[config.mk]
export PLATFORM = sky130hd
export DESIGN_NAME = grb_regs
export DESIGN_NICKNAME = d
export VERILOG_FILES = /design/src/rtl/grb_pkg.sv /design/src/rtl/grb_regs.sv
export VERILOG_INCLUDE_DIRS = /design/src /design/src/rtl
export SDC_FILE = /design/constraint.sdc
export NUM_CORES = 1
export LEC_CHECK = 0
export BUFFER_PORTS_ARGS = -buffer_cell sky130_fd_sc_hd__buf_2
export CAP_MARGIN = 25
export CORE_UTILIZATION = 50
export DETAILED_ROUTE_END_ITERATION = 7
export PLACE_DENSITY = 0.9
export RECOVER_POWER = 100
export SKIP_LAST_GASP = 1
export SYNTH_ARGS = -nofsm -noshare
export SYNTH_HDL_FRONTEND = slang
export SYNTH_SLANG_ARGS = --single-unit
[constraint.sdc]
create_clock -name aclk -period 2.21 [get_ports aclk]
set_input_delay 0.442 -clock aclk [delete_from_list [all_inputs] [get_ports aclk]]
set_output_delay 0.442 -clock aclk [all_outputs]
set_load 0.05 [all_outputs]
[src/rtl/gauge_regs_defs.svh]
// Offsets, field positions, reset values and figures of the gauge readback bank
`ifndef GAUGE_REGS_DEFS_SVH
`define GAUGE_REGS_DEFS_SVH
`define GRB_OFF_VCELL_HI    8'h62
`define GRB_OFF_VCELL_LO    8'h63
`define GRB_OFF_EMPTY_HI    8'h64
`define GRB_OFF_EMPTY_LO    8'h65
`define GRB_OFF_CHARGE_HI   8'h66
`define GRB_OFF_CHARGE_LO   8'h67
`define GRB_OFF_FULL_HI     8'h68
`define GRB_OFF_FULL_LO     8'h69
`define GRB_OFF_VALID       8'h6a
`define GRB_OFF_ADC_CTRL    8'h70
`define GRB_OFF_IRQ_STAT    8'h7c
`define GRB_OFF_IRQ_MASK    8'h7d
`define GRB_OFF_MEAS_CMD    8'h7e
`define GRB_OFF_MEAS_STAT   8'h7f
`define GRB_BIT_DBG_READY   7
`define GRB_BIT_SNIFF_EN    5
`define GRB_VALID_RST       8'h20
`define GRB_THR_MSB         6
`define GRB_THR_LSB         3
`define GRB_RTY_MSB         2
`define GRB_RTY_LSB         0
`define GRB_THR_RST         4'h4
`define GRB_RTY_RST         3'h1
`define GRB_ADC_FULL        8'hff
`define GRB_CLAMP_RST       6'h00
`define GRB_IRQ_DONE        0
`define GRB_IRQ_ABORT       1
`define GRB_IRQ_RETRY       2
`endif

[src/rtl/grb_pkg.sv]
// Types for the gauge readback and resistive ADC retry register bank
package grb_pkg;
  typedef enum logic [1:0] {
    GRB_M_IDLE,
    GRB_M_WAIT,
    GRB_M_JUDGE
  } grb_meas_t;
  typedef enum logic [1:0] {
    GRB_R_NONE,
    GRB_R_GOOD,
    GRB_R_ABORT
  } grb_result_t;
endpackage

[src/rtl/grb_regs.sv]
// Gauge readback bank with resistive ADC retry sequencer on AXI4-Lite
//
// Operation
// - Cell voltage is a 16-bit value of 78.125uV counts up to 5.12V, low byte at 0x63.
// - Time to empty is a read-only pair at 0x64 high and 0x65 low in 5.625s counts.
// - Charge level is a read-only pair at 0x66 high and 0x67 low in 0.00390625% counts.
// - Time to full is a read-only pair at 0x68 high and 0x69 low in 5.625s counts.
// - Validity bits 4..0 flag full time, charge, empty time, voltage, average voltage; reset 0.
// - Validity bit 7 is the read-only debug port ready flag, reset 0.
// - Validity bit 5 is a writable sniffer enable that resets to 1.
// - ADC control bits 6:3 at 0x70 hold the ground threshold, reset 0x4.
// - ADC control bits 2:0 hold the retry count, reset 0x1, zero meaning no retry.
// - Retry when peak is 0xFF at 1uA and average below 0xFF minus clamp, or peak 0xFF otherwise.
// - When retries are used up and the condition still holds the result is Abort.
// - The cell voltage high byte is a read-only register at 0x62 that resets to zero.
//
// Our own choice: the AXI4-Lite register port.
`include "gauge_regs_defs.svh"
module grb_regs
  import grb_pkg::*;
(
  input  wire logic        aclk,
  input  wire logic        aresetn,
  input  wire logic [31:0] s_axi_awaddr,
  input  wire logic        s_axi_awvalid,
  output logic             s_axi_awready,
  input  wire logic [31:0] s_axi_wdata,
  input  wire logic [3:0]  s_axi_wstrb,
  input  wire logic        s_axi_wvalid,
  output logic             s_axi_wready,
  output logic [1:0]       s_axi_bresp,
  output logic             s_axi_bvalid,
  input  wire logic        s_axi_bready,
  input  wire logic [31:0] s_axi_araddr,
  input  wire logic        s_axi_arvalid,
  output logic             s_axi_arready,
  output logic [31:0]      s_axi_rdata,
  output logic [1:0]       s_axi_rresp,
  output logic             s_axi_rvalid,
  input  wire logic        s_axi_rready,
  input  wire logic [15:0] gauge_cell_voltage,
  input  wire logic [15:0] gauge_empty_time,
  input  wire logic [15:0] gauge_charge_level,
  input  wire logic [15:0] gauge_full_time,
  input  wire logic        gauge_load,
  input  wire logic [4:0]  gauge_reliable,
  input  wire logic        debug_port_ready,
  input  wire logic        adc_done,
  input  wire logic [7:0]  adc_peak,
  input  wire logic [7:0]  adc_average,
  input  wire logic        adc_pullup_1ua,
  input  wire logic [5:0]  noise_clamp_margin,
  output logic             adc_start,
  output logic [3:0]       adc_ground_threshold,
  output logic             sniffer_enable,
  output logic             irq
);
  //////////////////////////////////////////////////////////////////////////
  typedef struct packed {
    logic        awready;
    logic        wready;
    logic        bvalid;
    logic [1:0]  bresp;
    logic        arready;
    logic        rvalid;
    logic [1:0]  rresp;
    logic [31:0] rdata;
    logic [31:0] awaddr;
    logic        aw_held;
    logic [31:0] wdata;
    logic [3:0]  wstrb;
    logic        w_held;
    logic [15:0] cell_voltage;
    logic [15:0] empty_time;
    logic [15:0] charge_level;
    logic [15:0] full_time;
    logic [4:0]  reliable;
    logic        dbg_meta;
    logic        dbg_sync;
    logic        sniff_en;
    logic [3:0]  gnd_thr;
    logic [2:0]  rty_cnt;
    grb_meas_t   meas;
    logic [2:0]  rty_used;
    grb_result_t result;
    logic        start;
    logic        pk;
    logic        pu1;
    logic [7:0]  av;
    logic [2:0]  irq_stat;
    logic [2:0]  irq_mask;
    logic        irq;
  } grb_state_t;

  grb_state_t s_q;
  grb_state_t s_d;

  logic        retry_cond;
  logic        wr_go;
  logic [7:0]  wr_idx;
  logic [7:0]  rd_idx;
  logic [7:0]  wr_byte;
  logic [2:0]  ev;
  logic [7:0]  rd_byte;
  logic        rd_ok;
  logic        wr_ok;

  //////////////////////////////////////////////////////////////////////////
  // Word-per-register map: the byte offset is the register number times four
  always_comb begin
    rd_idx  = s_axi_araddr[9:2];
    rd_byte = 8'h00;
    rd_ok   = 1'b1;
    unique case (rd_idx)
      `GRB_OFF_VCELL_HI:  rd_byte = s_q.cell_voltage[15:8];
      `GRB_OFF_VCELL_LO:  rd_byte = s_q.cell_voltage[7:0];
      `GRB_OFF_EMPTY_HI:  rd_byte = s_q.empty_time[15:8];
      `GRB_OFF_EMPTY_LO:  rd_byte = s_q.empty_time[7:0];
      `GRB_OFF_CHARGE_HI: rd_byte = s_q.charge_level[15:8];
      `GRB_OFF_CHARGE_LO: rd_byte = s_q.charge_level[7:0];
      `GRB_OFF_FULL_HI:   rd_byte = s_q.full_time[15:8];
      `GRB_OFF_FULL_LO:   rd_byte = s_q.full_time[7:0];
      `GRB_OFF_VALID:     rd_byte = {s_q.dbg_sync, 1'b0, s_q.sniff_en,
                                     s_q.reliable};
      `GRB_OFF_ADC_CTRL:  rd_byte = {1'b0, s_q.gnd_thr, s_q.rty_cnt};
      `GRB_OFF_IRQ_STAT:  rd_byte = {5'h00, s_q.irq_stat};
      `GRB_OFF_IRQ_MASK:  rd_byte = {5'h00, s_q.irq_mask};
      `GRB_OFF_MEAS_STAT: rd_byte = {s_q.meas != GRB_M_IDLE, 1'b0,
                                     s_q.result, 1'b0, s_q.rty_used};
      `GRB_OFF_MEAS_CMD:  rd_byte = 8'h00;
      default:            rd_ok   = 1'b0;
    endcase
  end

  // Retry test: a clamped peak, judged on the latched sample
  assign retry_cond = s_q.pk &&
    (!s_q.pu1 || (s_q.av < (`GRB_ADC_FULL - {2'b00, noise_clamp_margin})));

  always_comb begin
    s_d = s_q;
    ev  = 3'b000;
    s_d.start = 1'b0;
    // Double flop for the debug port ready level from outside
    s_d.dbg_meta = debug_port_ready;
    s_d.dbg_sync = s_q.dbg_meta;
    // The whole snapshot lands on one edge, so no pair is ever torn
    if (gauge_load) begin
      s_d.cell_voltage = gauge_cell_voltage;
      s_d.empty_time   = gauge_empty_time;
      s_d.charge_level = gauge_charge_level;
      s_d.full_time    = gauge_full_time;
      s_d.reliable     = gauge_reliable;
    end

    // Write channel: address and data taken independently, in any order
    if (s_axi_awvalid && s_q.awready) begin
      s_d.awaddr  = s_axi_awaddr;
      s_d.aw_held = 1'b1;
      s_d.awready = 1'b0;
    end
    if (s_axi_wvalid && s_q.wready) begin
      s_d.wdata  = s_axi_wdata;
      s_d.wstrb  = s_axi_wstrb;
      s_d.w_held = 1'b1;
      s_d.wready = 1'b0;
    end
    wr_go   = s_q.aw_held && s_q.w_held && !s_q.bvalid;
    wr_idx  = s_q.awaddr[9:2];
    wr_byte = s_q.wdata[7:0];
    wr_ok   = 1'b1;
    if (wr_go) begin
      s_d.aw_held = 1'b0;
      s_d.w_held  = 1'b0;
      s_d.bvalid  = 1'b1;
      unique case (wr_idx)
        `GRB_OFF_VALID: begin
          if (s_q.wstrb[0])
            s_d.sniff_en = wr_byte[`GRB_BIT_SNIFF_EN];
        end
        `GRB_OFF_ADC_CTRL: begin
          if (s_q.wstrb[0]) begin
            s_d.gnd_thr = wr_byte[`GRB_THR_MSB:`GRB_THR_LSB];
            s_d.rty_cnt = wr_byte[`GRB_RTY_MSB:`GRB_RTY_LSB];
          end
        end
        `GRB_OFF_IRQ_MASK: begin
          if (s_q.wstrb[0])
            s_d.irq_mask = wr_byte[2:0];
        end
        `GRB_OFF_MEAS_CMD: begin
          // A start while busy is ignored so retries are never cut short
          if (s_q.wstrb[0] && wr_byte[0] && s_q.meas == GRB_M_IDLE) begin
            s_d.meas     = GRB_M_WAIT;
            s_d.rty_used = 3'h0;
            s_d.result   = GRB_R_NONE;
            s_d.start    = 1'b1;
          end
        end
        `GRB_OFF_IRQ_STAT, `GRB_OFF_VCELL_HI, `GRB_OFF_VCELL_LO,
        `GRB_OFF_EMPTY_HI, `GRB_OFF_EMPTY_LO, `GRB_OFF_CHARGE_HI,
        `GRB_OFF_CHARGE_LO, `GRB_OFF_FULL_HI, `GRB_OFF_FULL_LO,
        `GRB_OFF_MEAS_STAT: ;
        default: wr_ok = 1'b0;
      endcase
      s_d.bresp = wr_ok ? 2'b00 : 2'b10;
    end
    if (s_q.bvalid && s_axi_bready) begin
      s_d.bvalid  = 1'b0;
      s_d.awready = 1'b1;
      s_d.wready  = 1'b1;
    end

    // Read channel: the word is frozen at the address handshake, so a gauge
    // load while rvalid waits cannot tear the byte the host receives
    if (s_axi_arvalid && s_q.arready) begin
      s_d.arready = 1'b0;
      s_d.rvalid  = 1'b1;
      s_d.rdata   = {24'h000000, rd_byte};
      s_d.rresp   = rd_ok ? 2'b00 : 2'b10;
    end
    if (s_q.rvalid && s_axi_rready) begin
      s_d.rvalid  = 1'b0;
      s_d.arready = 1'b1;
    end

    // Measurement sequencer
    unique case (s_q.meas)
      GRB_M_IDLE: ;
      GRB_M_WAIT: begin
        if (adc_done) begin
          s_d.pk   = (adc_peak == `GRB_ADC_FULL);
          s_d.pu1  = adc_pullup_1ua;
          s_d.av   = adc_average;
          s_d.meas = GRB_M_JUDGE;
        end
      end
      GRB_M_JUDGE: begin
        // Every try is judged on its own latched sample; of the live pins only noise_clamp_margin is read
        if (!retry_cond) begin
          s_d.result = GRB_R_GOOD;
          s_d.meas   = GRB_M_IDLE;
          ev[`GRB_IRQ_DONE] = 1'b1;
        end else if (s_q.rty_used < s_q.rty_cnt) begin
          s_d.rty_used = s_q.rty_used + 3'h1;
          s_d.start    = 1'b1;
          s_d.meas     = GRB_M_WAIT;
          ev[`GRB_IRQ_RETRY] = 1'b1;
        end else begin
          s_d.result = GRB_R_ABORT;
          s_d.meas   = GRB_M_IDLE;
          ev[`GRB_IRQ_ABORT] = 1'b1;
        end
      end
    endcase

    // Sticky status: a new event wins over a write-one clear
    if (wr_go && wr_idx == `GRB_OFF_IRQ_STAT && s_q.wstrb[0])
      s_d.irq_stat = s_q.irq_stat & ~wr_byte[2:0];
    s_d.irq_stat = s_d.irq_stat | ev;
    s_d.irq = |(s_d.irq_stat & s_q.irq_mask);
  end

  always_ff @(posedge aclk) begin
    if (!aresetn) begin
      s_q          <= '0;
      s_q.awready  <= 1'b1;
      s_q.wready   <= 1'b1;
      s_q.arready  <= 1'b1;
      s_q.sniff_en <= 1'b1;
      s_q.gnd_thr  <= `GRB_THR_RST;
      s_q.rty_cnt  <= `GRB_RTY_RST;
      s_q.meas     <= GRB_M_IDLE;
      s_q.result   <= GRB_R_NONE;
    end else begin
      s_q <= s_d;
    end
  end

  assign s_axi_awready        = s_q.awready;
  assign s_axi_wready         = s_q.wready;
  assign s_axi_bvalid         = s_q.bvalid;
  assign s_axi_bresp          = s_q.bresp;
  assign s_axi_arready        = s_q.arready;
  assign s_axi_rvalid         = s_q.rvalid;
  assign s_axi_rresp          = s_q.rresp;
  assign s_axi_rdata          = s_q.rdata;
  assign adc_start            = s_q.start;
  assign adc_ground_threshold = s_q.gnd_thr;
  assign sniffer_enable       = s_q.sniff_en;
  assign irq                  = s_q.irq;

  //////////////////////////////////////////////////////////////////////////
  AST_ABORT_ONLY_AT_LIMIT: assert property (@(posedge aclk)
    disable iff (!aresetn)
    (s_q.meas == GRB_M_JUDGE && retry_cond && s_q.rty_used >= s_q.rty_cnt)
    |=> (s_q.result == GRB_R_ABORT && s_q.meas == GRB_M_IDLE))
    else $error("abort not reported after last retry");
  AST_RETRY_RESTARTS: assert property (@(posedge aclk)
    disable iff (!aresetn)
    (s_q.meas == GRB_M_JUDGE && retry_cond && s_q.rty_used < s_q.rty_cnt)
    |=> (adc_start && s_q.meas == GRB_M_WAIT))
    else $error("retry did not restart the measurement");
  AST_NO_RETRY_CLEAN: assert property (@(posedge aclk)
    disable iff (!aresetn)
    (s_q.meas == GRB_M_JUDGE && !retry_cond)
    |=> s_q.result == GRB_R_GOOD)
    else $error("clean reading not reported good");
  AST_RETRIES_BOUNDED: assert property (@(posedge aclk)
    disable iff (!aresetn)
    s_q.meas != GRB_M_IDLE |-> s_q.rty_used <= s_q.rty_cnt)
    else $error("retry count exceeded");
  AST_SNIFF_RESET: assert property (@(posedge aclk)
    $rose(aresetn) |-> sniffer_enable && adc_ground_threshold == 4'h4)
    else $error("wrong reset value in control bits");
  AST_PAIR_ORDER: assert property (@(posedge aclk)
    disable iff (!aresetn)
    $rose(gauge_load) ##0 !$past(gauge_load) |=>
      s_q.empty_time == $past(gauge_empty_time))
    else $error("byte pair not loaded from gauge value");
  AST_READY_SYNC: assert property (@(posedge aclk)
    disable iff (!aresetn)
    debug_port_ready [*3] |-> s_q.dbg_sync)
    else $error("debug ready flag did not follow");
  AST_READ_ANSWER: assert property (@(posedge aclk)
    disable iff (!aresetn)
    (s_axi_arvalid && s_axi_arready) |=> s_axi_rvalid)
    else $error("read not answered in one cycle");
  AST_IRQ_LEVEL: assert property (@(posedge aclk)
    disable iff (!aresetn)
    irq |-> |($past(s_d.irq_stat) & $past(s_q.irq_mask)))
    else $error("interrupt without unmasked status");

  // Sequencer pulse shape, sticky status, read-only hold, reset values, write response and ready sync
  AST_START_PULSE: assert property (@(posedge aclk)
    disable iff (!aresetn)
    adc_start |=> !adc_start)
    else $error("measurement start held longer than one cycle");
  AST_START_ONLY_WAIT: assert property (@(posedge aclk)
    disable iff (!aresetn)
    adc_start |-> s_q.meas == GRB_M_WAIT)
    else $error("measurement start outside the wait state");
  AST_STATUS_STICKY: assert property (@(posedge aclk)
    disable iff (!aresetn)
    !(wr_go && wr_idx == `GRB_OFF_IRQ_STAT) |=>
      (s_q.irq_stat & $past(s_q.irq_stat)) == $past(s_q.irq_stat))
    else $error("status bit dropped without a clear");
  // Set beats clear, so an event that meets a clear is never lost
  AST_EVENT_WINS: assert property (@(posedge aclk)
    disable iff (!aresetn)
    ev != 3'b000 |=> (s_q.irq_stat & $past(ev)) == $past(ev))
    else $error("event lost against a status clear");
  AST_RO_PAIR_HELD: assert property (@(posedge aclk)
    disable iff (!aresetn)
    !gauge_load |=> s_q.cell_voltage == $past(s_q.cell_voltage))
    else $error("read-only voltage changed without a gauge load");
  AST_VALID_RESET: assert property (@(posedge aclk)
    $rose(aresetn) |-> s_q.reliable == 5'h00 && !s_q.dbg_sync)
    else $error("validity flags not cleared by reset");
  AST_CTRL_RESET: assert property (@(posedge aclk)
    $rose(aresetn) |->
      s_q.rty_cnt == `GRB_RTY_RST && s_q.meas == GRB_M_IDLE)
    else $error("retry count or sequencer wrong after reset");
  AST_WRITE_ANSWER: assert property (@(posedge aclk)
    disable iff (!aresetn)
    wr_go |=> s_axi_bvalid)
    else $error("write not answered after both halves");
  AST_SLVERR_WRITE: assert property (@(posedge aclk)
    disable iff (!aresetn)
    (wr_go && !wr_ok) |=> s_axi_bresp == 2'b10)
    else $error("unmapped write not refused");
  AST_READY_TWO_FLOPS: assert property (@(posedge aclk)
    disable iff (!aresetn)
    (!debug_port_ready) [*3] |-> !s_q.dbg_sync)
    else $error("debug ready flag did not fall");
endmodule

==> run summary, run 1 <==
Pint = 0.00451 W
CP max stage cell = dfxtp_1
Max_cap viols = 0
Drt via density = 5.47
Req. time, crit path = 2.51 ns
Critical path endpoint category = register
First-pass GRT wire length = 26.0 mm
Seq cells post-synth = 137
Layout cells sized above 1 = 21.3%
Total clock buffers created by CTS = 17
Slowest stage delay, CP = 0.38 ns
Post-route clock skew = 0.00742 ns
IO Pins = 250
Port Buffer Count = 147
Final net count = 1086
Max Buffers Root-to-Sink = 2
Worst path arrival time = 2.29 ns
Synthesized area per cell = 8.94 um2
Fill cells = 1073
PwrDens = 779 mW/mm2
Reg-to-reg slack, setup = 0.22 ns
VDD IR max = 0.521 mV
Core area = 0.0128 mm2
Lkg Pwr = 3.44 nW
Critical Path Fanout Max = 3
Die height = 117 um
GRT Resource Usage Total = 25.1%
Fin. Hold Viols = 0
Worst hold path depth = 2
Pins Over Slew Limit = 0
Reg2reg path depth = 7
HPWL after DPL = 12.3 mm
CP delay by family, top = compound AO/OA/AOI/OAI gates
Clk slew on worst S/H paths = 0.06 ns
Post-CTS sizing = 0
Worst R2R Start = s_q[27]
Die W = 117 um
Top post-synthesis cells by area = dfxtp_1 (41%), mux2i_1 (14%), nor2_1 (5.3%), buf_4 (5.2%), nand2_1 (3.6%)
Min-Delay Startpoint = debug_port_ready
Worst-Skew Late Latency = 0.42 ns
Initial antenna violation count = 1
Hold path endpoint = s_d[33]
Crit start category = register
Netlist cell types = 74
YS warnings = 0
Async S/R FF share, synth = 0%
Crit-path cells = inv_1 -> ha_1 -> a21o_1 -> a31oi_1 -> nor2b_1 -> a22o_1 -> a311o_1
Antenna Violating Nets Remaining = 0
WS Path Type = register to register
Sw frac = 26.6%
Fin crit share = 89.9%
Yosys top cell area share = 41.3%
DRC viols = 0
Post-detailed-route wirelength per cell = 15.9 um
CP startpoint = s_q[27]
TritonCTS clock tree = yes
Pre-Repair DR Iteration Count = 5
CTS Hold Bufs = 0
Worst Tran Pin Value = 1.12 ns
Comb power frac = 11.3%
Unrepaired setup endpoints after global routing = no
Seq/Total Area, Yosys = 41.3%
Rows = 41
HP Class = primary input to register
Worst Path Buf+Inv = 1
Sw Pwr = 0.00163 W
Setup TNS = 0 ns
Root buf cell = clkbuf_16
Reg2reg end = irq
Via Count = 5784
Placed cell count = 1026
Vias in the first global route = 5334
Clk network pwr share = 45.6%
Die area = 0.0138 mm2
TritonCTS sink count = 137
Max Fclk = 503 MHz
Slew HR = 25.2%
Setup Buffers After CTS = 0
Finished Layout Cells = 1058
Final WL = 16.8 mm
H-tree level count = 4
Total gr overflow = 0
Status = complete, no violations
Initial Util = 52.0%
Final setup violation count = 0
Post-synth EDFFs = 0
Initial DRC Count = 494
Area grow syn2layout = 18.8%
Largest net degree at the start of global routing = 57
Part of the power in registers = 43.1%
GP Congestion = 0.947
Synth area leader = dfxtp_1
Post-synthesis instance total = 743
Tmin final = 1.99 ns
Top_reg_cell synth = dfxtp_1
Synthesized cell area = 0.00664 mm2
N_diodes = 0
-- synth_stat cells (all sizes together), types with 6 or more instances --
cell type and instances:
and2 7, nand4 8, inv 17, a22oi 6, a32oi 8, mux2i 94, nand3 32, clkbuf 17
nor2 93, mux2 6, nor3 7, and3 7, nor2b 8, ha 11, o21ai 23, buf 66
nand2 65, dfxtp 137, a21oi 47
-- layout by cell type (no fill, tap or decap), types with 11 or more instances in the layout --
cell	instances
mux2i_1	94
o21ai_0	22
inv_1	16
nand3_1	32
ha_1	11
nand2_1	64
dfxtp_1	137
nor2_1	93
clkbuf_16	17
clkbuf_1	25
a21oi_1	46
buf_4	17
buf_2	122
conb_1	26
-- power by group through the flow --
stage	Sequential, W	Combinational, W	Clock [W]
CTS	0.00265	0.000697	0.00285
global route	0.00266	0.000750	0.00298
finish	0.00265	0.000691	0.00280
floorplan	0.00270	0.000492	0
detailed placement	0.00270	0.000690	0
global placement	0.00269	0.000679	0
-- cell type report --
type / count / area (um2) / area share [%]
timing repair buffer: 169 / 887 / 11.2
inverter: 17 / 65.1 / 0.825
clock buffer: 17 / 425 / 5.39
multi-input combinational: 531 / 3390 / 43.0
clock inverter: 15 / 164 / 2.08
sequential: 137 / 2740 / 34.8
tap: 172 / 215 / 2.73
-- state kept, by name, summed over array words and instances (netlist names) --
register              flops
sniffer_enable            1
s_axi_bvalid              1
s_axi_rvalid              1
adc_start                 1
adc_ground_threshold      4
s_axi_bresp               1
s_axi_wready              1
s_axi_awready             1
s_axi_rresp               1
irq                       1
s_axi_rdata               8
s_q                     114
s_axi_arready             1
s_d                       1
-- per-layer routing --
metal  global-route usage, %  wire [um]  up-vias
li1                        -          -     2830
met1                    29.5       7120     2689
met2                    43.3       8240      225
met3                    7.05       1090       38
met4                    9.70        368        2
met5                       0         12        -
-- through the flow --
step                utilization [%]  setup WS, ns  instance area (um2)  hold slack [ns]  total power (W)
floorplan                         -         0.354                 6740            0.412          0.00319
global placement               57.8         0.121                 7380            0.428          0.00337
detailed placement             57.8         0.131                 7380            0.429          0.00339
CTS                            62.4         0.256                 7970            0.212          0.00619
global route                   61.8         0.102                 7890            0.222          0.00638
finish                         61.8         0.223                 7890            0.228          0.00614
-- cells by family after synthesis --
kind of cell,count (synthesis),share of synthesized area [%]
AOI/OAI and AO/OA,135,13.9
xor gates and xnor gates,1,0.132
and+or+nand+nor,258,18.8
muxes,100,15.2
buffers and inverters,100,8.64
other,1,0.0564
adders and majority gates,11,2.07
DFF,137,41.3
-- worst max-delay path by stage --
stage | depth (start not counted) | slack [ns] | to
3_5_place_dp | 7 | 0.13 | irq
6_report | 7 | 0.22 | irq
2_1_floorplan | 6 | 0.35 | irq
3_3_place_gp | 7 | 0.12 | irq
5_1_grt | 8 | 0.10 | s_q[20]
4_1_cts | 7 | 0.26 | irq
Power figures use the tool's default switching activity.
==> run 2: changes to the inputs <==
Settings changed: CELL_PAD_IN_SITES_DETAIL_PLACEMENT from default to 0, CELL_PAD_IN_SITES_GLOBAL_PLACEMENT from default to 1, CORE_UTILIZATION 50 to 36, PLACE_DENSITY 0.9 to 0.89.
==> run summary, run 2 (synthesis results as in run 1) <==
Root buf cell = clkbuf_16
Finished Layout Cells = 1121 (+6.0%)
WS Path Type = primary input to register
PwrDens = 774 mW/mm2 (-0.59%)
Reg-to-reg slack, setup = 0.28 ns (+0.06 ns)
Total clock buffers created by CTS = 17 (unchanged)
Via Count = 5709 (-1.3%)
Reg2reg path depth = 6 (-1)
Critical Path Fanout Max = 67 (+64)
Fin crit share = 88.9% (-0.95 points)
Vias in the first global route = 5260 (-1.4%)
Antenna Violating Nets Remaining = 0 (unchanged)
Post-route clock skew = 0.0130 ns (+0.00554 ns)
Worst path arrival time = 2.26 ns (-0.03 ns)
CP max stage cell = clkbuf_2
Clk slew on worst S/H paths = 0.05 ns (about the same)
Final WL = 17.7 mm (+5.0%)
Tmin final = 1.97 ns (-0.0211 ns)
Final net count = 1094 (+0.74%)
CP startpoint = aresetn
Post-CTS sizing = 0 (unchanged)
Final setup violation count = 0 (unchanged)
Largest Register = s_q
Most common cell after layout, fill and taps aside = dfxtp_1
Worst hold path depth = 2 (unchanged)
Max FFs per register = 114 (unchanged)
Fin. Hold Viols = 0 (unchanged)
Total gr overflow = 0 (unchanged)
Max Fclk = 509 MHz (+1.1%)
Port Buffer Count = 147 (unchanged)
Worst Tran Pin Value = 1.42 ns (+0.302 ns)
Worst-Skew Late Latency = 0.42 ns (about the same)
Crit-path cells = clkbuf_1 -> clkinv_2 -> clkbuf_2 -> buf_4 -> nor2_1
Die W = 138 um (+18%)
Die height = 138 um (+18%)
Initial DRC Count = 374 (-24%)
Most frequent cells in the layout = dfxtp_1 (137), buf_2 (123), mux2i_1 (94), nor2_1 (93), nand2_1 (64)
Drt via density = 5.09 (-6.8%)
Max Buffers Root-to-Sink = 2 (unchanged)
Worst setup path end = s_q[71]
TritonCTS sink count = 137 (unchanged)
DRC viols = 0 (unchanged)
Die area = 0.0190 mm2 (+38%)
CTS Hold Bufs = 0 (unchanged)
Status = complete, no violations
Area grow syn2layout = 20.8%
Setup Buffers After CTS = 0 (unchanged)
Pins Over Slew Limit = 0 (unchanged)
Unrepaired setup endpoints after global routing = no
Core area = 0.0180 mm2 (+41%)
Critical path endpoint category = register
Worst R2R Start = s_q[9]
HPWL after DPL = 13.1 mm (+6.2%)
Power, Total = 0.00621 W (+1.1%)
Min-Delay Startpoint = debug_port_ready
GRT Resource Usage Total = 19.1% (-6.0 points)
GP Congestion = 0.870 (-8.1%)
Max_cap viols = 0 (unchanged)
Req. time, crit path = 2.50 ns (about the same)
First-pass GRT wire length = 27.5 mm (+5.5%)
Reg2reg end = irq
Initial antenna violation count = 1 (unchanged)
IO Pins = 250 (unchanged)
Slowest stage delay, CP = 1.04 ns (+0.66 ns)
Initial Util = 36.9% (-15 points)
HP Class = primary input to register
Pre-Repair DR Iteration Count = 5 (unchanged)
Layout cells sized above 1 = 21.7% (+0.42 points)
Lkg Pwr = 3.49 nW (+1.4%)
Slew HR = 5.07% (-20 points)
Setup TNS = 0 ns (unchanged)
Rows = 49 (+20%)
Largest net degree at the start of global routing = 70 (+23%)
TritonCTS clock tree = yes
Placed cell count = 1091 (+6.3%)
N_diodes = 0 (unchanged)
Post-detailed-route wirelength per cell = 15.8 um (-0.93%)
VDD IR max = 0.677 mV (+30%)
Hold WS = 0.231 ns (+0.00231 ns)
H-tree level count = 4 (unchanged)
Crit start category = primary input
[run 2: where the power goes]
part	total [W]	internal, W	switching [W]
Combinational	0.000707	0.000272	0.000436
Sequential	0.00264	0.00258	0.0000666
Clock	0.00286	0.00184	0.00102
Total	0.00621	0.00469	0.00152
[run 2: worst min-delay path by stage]
stage | endpoint | slack, ns
4_1_cts | s_d[33] | 0.21
5_1_grt | s_d[33] | 0.24
3_3_place_gp | s_q[33] | 0.42
3_5_place_dp | s_q[33] | 0.42
2_1_floorplan | s_q[33] | 0.41
6_report | s_d[33] | 0.23
[run 2: final cells by class]
| class | count | area, um2 |
|---|---|---|
| Sequential cell | 137 | 2740 |
| Multi-Input combinational cell | 531 | 3400 |
| Inverter | 17 | 65.1 |
| Tap cell | 229 | 287 |
| Clock buffer | 22 | 474 |
| Timing Repair Buffer | 177 | 937 |
| Fill cell | 1829 | 10000 |
| Clock inverter | 8 | 120 |
[run 2: metal layers]
metal	part of all wire (%)	global-route usage, %	routed length, um	up-vias
met2	47	31.1	8280	213
met1	44	24.5	7840	2633
li1	-	-	-	2841
met5	0.074	0	13	-
met3	6.9	4.39	1230	20
met4	1.7	7.00	304	2
[run 2: through the flow]
stage	setup WS (ns)	instance area [um2]	util (%)
after detailed placement	0.0420	7520	41.7
after CTS	0.283	8110	45.0
final	0.244	8020	44.5
after global placement	0.0644	7520	41.7
after global routing	0.0948	8020	44.5
after floorplan	0.354	6740	-
[run 2: critical path: cells and delay by family]
family,cells,cell delay (ns)
buffers and inverters,4,1.70
and+or+nand+nor,1,0.09
==> run 3: changes to the inputs <==
Settings changed: CORE_UTILIZATION 36 to 37, CTS_BUF_LIST from default to sky130_fd_sc_hd__clkbuf_8, PLACE_DENSITY 0.89 to 0.91, REMOVE_ABC_BUFFERS from default to 1.
==> run summary, run 3 (synthesis results as in run 1) <==
Fill cells = 1719 (-6.0%)
Fin. Hold Viols = 0 (unchanged)
Via Count = 5674 (-0.61%)
Clk slew on worst S/H paths = 0.08 ns (+0.03 ns)
N_diodes = 0 (unchanged)
Crit-path cells = clkbuf_1 -> clkinvlp_2 -> clkbuf_2 -> nor3b_1 -> o2111ai_1 -> o21ai_0
Initial DRC Count = 321 (-14%)
GRT Resource Usage Total = 19.1% (+0.032 points)
Unrepaired setup endpoints after global routing = no
Critical Path Fanout Max = 35 (-48%)
HP Class = primary input to register
WS Path Type = primary input to register
Pre-Repair DR Iteration Count = 5 (unchanged)
Max FFs per register = 114 (unchanged)
IO Pins = 250 (unchanged)
Die height = 136 um (-1.3%)
First-pass GRT wire length = 27.1 mm (-1.5%)
Drt via density = 5.08 (-0.35%)
Slowest stage delay, CP = 0.63 ns (-0.41 ns)
Setup Buffers After CTS = 0 (unchanged)
CTS Hold Bufs = 0 (unchanged)
Req. time, crit path = 2.60 ns (+0.10 ns)
Most frequent cells in the layout = dfxtp_1 (137), buf_2 (123), mux2i_1 (94), nor2_1 (93), nand2_1 (64)
Tmin final = 1.95 ns (-0.0197 ns)
Initial Util = 38.1% (+1.3 points)
CP max stage cell = clkbuf_2
H-tree level count = 4 (unchanged)
Layout cells sized above 1 = 21.8% (+0.088 points)
Worst Tran Pin Value = 0.902 ns (-0.522 ns)
Final net count = 1093 (-0.091%)
Status = complete, no violations
Largest Register = s_q
VDD IR max = 0.495 mV (-27%)
Total clock buffers created by CTS = 17 (unchanged)
Largest net degree at the start of global routing = 38 (-46%)
Hold WS = 0.206 ns (-0.0250 ns)
Final WL = 17.5 mm (-0.78%)
Die W = 136 um (-1.3%)
Pins Over Slew Limit = 0 (unchanged)
TritonCTS sink count = 137 (unchanged)
Design area = 0.00788 mm2 (-1.7%)
Die area = 0.0185 mm2 (-2.7%)
Critical path endpoint category = register
Area after DPL = 0.00749 mm2 (-0.33%)
Sequential cell area = 0.00274 mm2 (unchanged)
Post-route clock skew = 0.00985 ns (-0.00311 ns)
Port Buffer Count = 147 (unchanged)
Area taken by multi-input logic gates = 0.00340 mm2 (+0.18%)
Final setup violation count = 0 (unchanged)
Post-CTS sizing = 0 (unchanged)
HPWL after DPL = 13.1 mm (about the same)
Worst path arrival time = 2.33 ns (+0.07 ns)
Rows = 48 (-2.0%)
Vias in the first global route = 5175 (-1.6%)
Lkg Pwr = 3.42 nW (-1.9%)
Antenna Violating Nets Remaining = 0 (unchanged)
TritonCTS clock tree = yes
Crit start category = primary input
Most common cell after layout, fill and taps aside = dfxtp_1
Worst-Skew Late Latency = 0.46 ns (+0.04 ns)
Setup TNS = 0 ns (unchanged)
Core area = 0.0174 mm2 (-3.4%)
Slew HR = 39.9% (+35 points)
Max Fclk = 514 MHz (+1.0%)
Area grow syn2layout = 18.6%
Power, Total = 0.00567 W (-8.7%)
PwrDens = 720 mW/mm2 (-7.0%)
Post-detailed-route wirelength per cell = 15.7 um (-0.51%)
DRC viols = 0 (unchanged)
Root buf cell = clkbuf_8
Max Buffers Root-to-Sink = 2 (unchanged)
Initial antenna violation count = 0 (-1)
GP Congestion = 0.858 (-1.5%)
Max_cap viols = 0 (unchanged)
Fin crit share = 88.1% (-0.89 points)
Total gr overflow = 0 (unchanged)
## run 3: critical path: cells and delay by family
family,cells,cell delay [ns]
buffers and inverters,3,1.35
AO/OA/AOI/OAI,2,0.20
AND/OR/NAND/NOR,1,0.32
## run 3: path summary, 6_finish.rpt
check / startpoint / to / slack, ns / depth (start not counted)
hold reg to reg: s_d[33] / s_q[33] / 0.45 / 1
setup reg to reg: s_q[9] / irq / 0.29 / 6
setup / recovery: aresetn / s_q[22] / 0.26 / 6
hold / removal: adc_average[2] / s_q[9] / 0.21 / 3
## run 3: routing by layer
metal | up-vias | GRT usage [%] | routed length [um]
li1 | 2842 | - | -
met4 | 0 | 7.53 | 330
met1 | 2639 | 24.2 | 7920
met3 | 23 | 4.25 | 982
met2 | 170 | 31.4 | 8300
met5 | - | 0 | 0
## run 3: area by class of cell
cell class | instances | share of cell area, %
clock buffers | 21 | 3.67
clock inverters | 11 | 2.14
inverters | 17 | 0.825
multi-input cells | 531 | 43.2
flip-flops and latches | 137 | 34.8
well taps | 225 | 3.57
repair buffers | 176 | 11.8
## run 3: power breakdown
group          switching, W  internal, W
registers         0.0000664      0.00257
logic              0.000434     0.000266
clock network      0.000986      0.00135
total               0.00149      0.00419
## run 3: through the flow
step                      setup slack, ns  instances  utilization, %
after detailed placement           0.0299       1086            43.0
after CTS                           0.257       1118            45.6
final                               0.264       1118            45.3
after floorplan                    0.0673        685               -
after global placement             0.0891       1086            43.0
after global routing               0.0703       1118            45.3
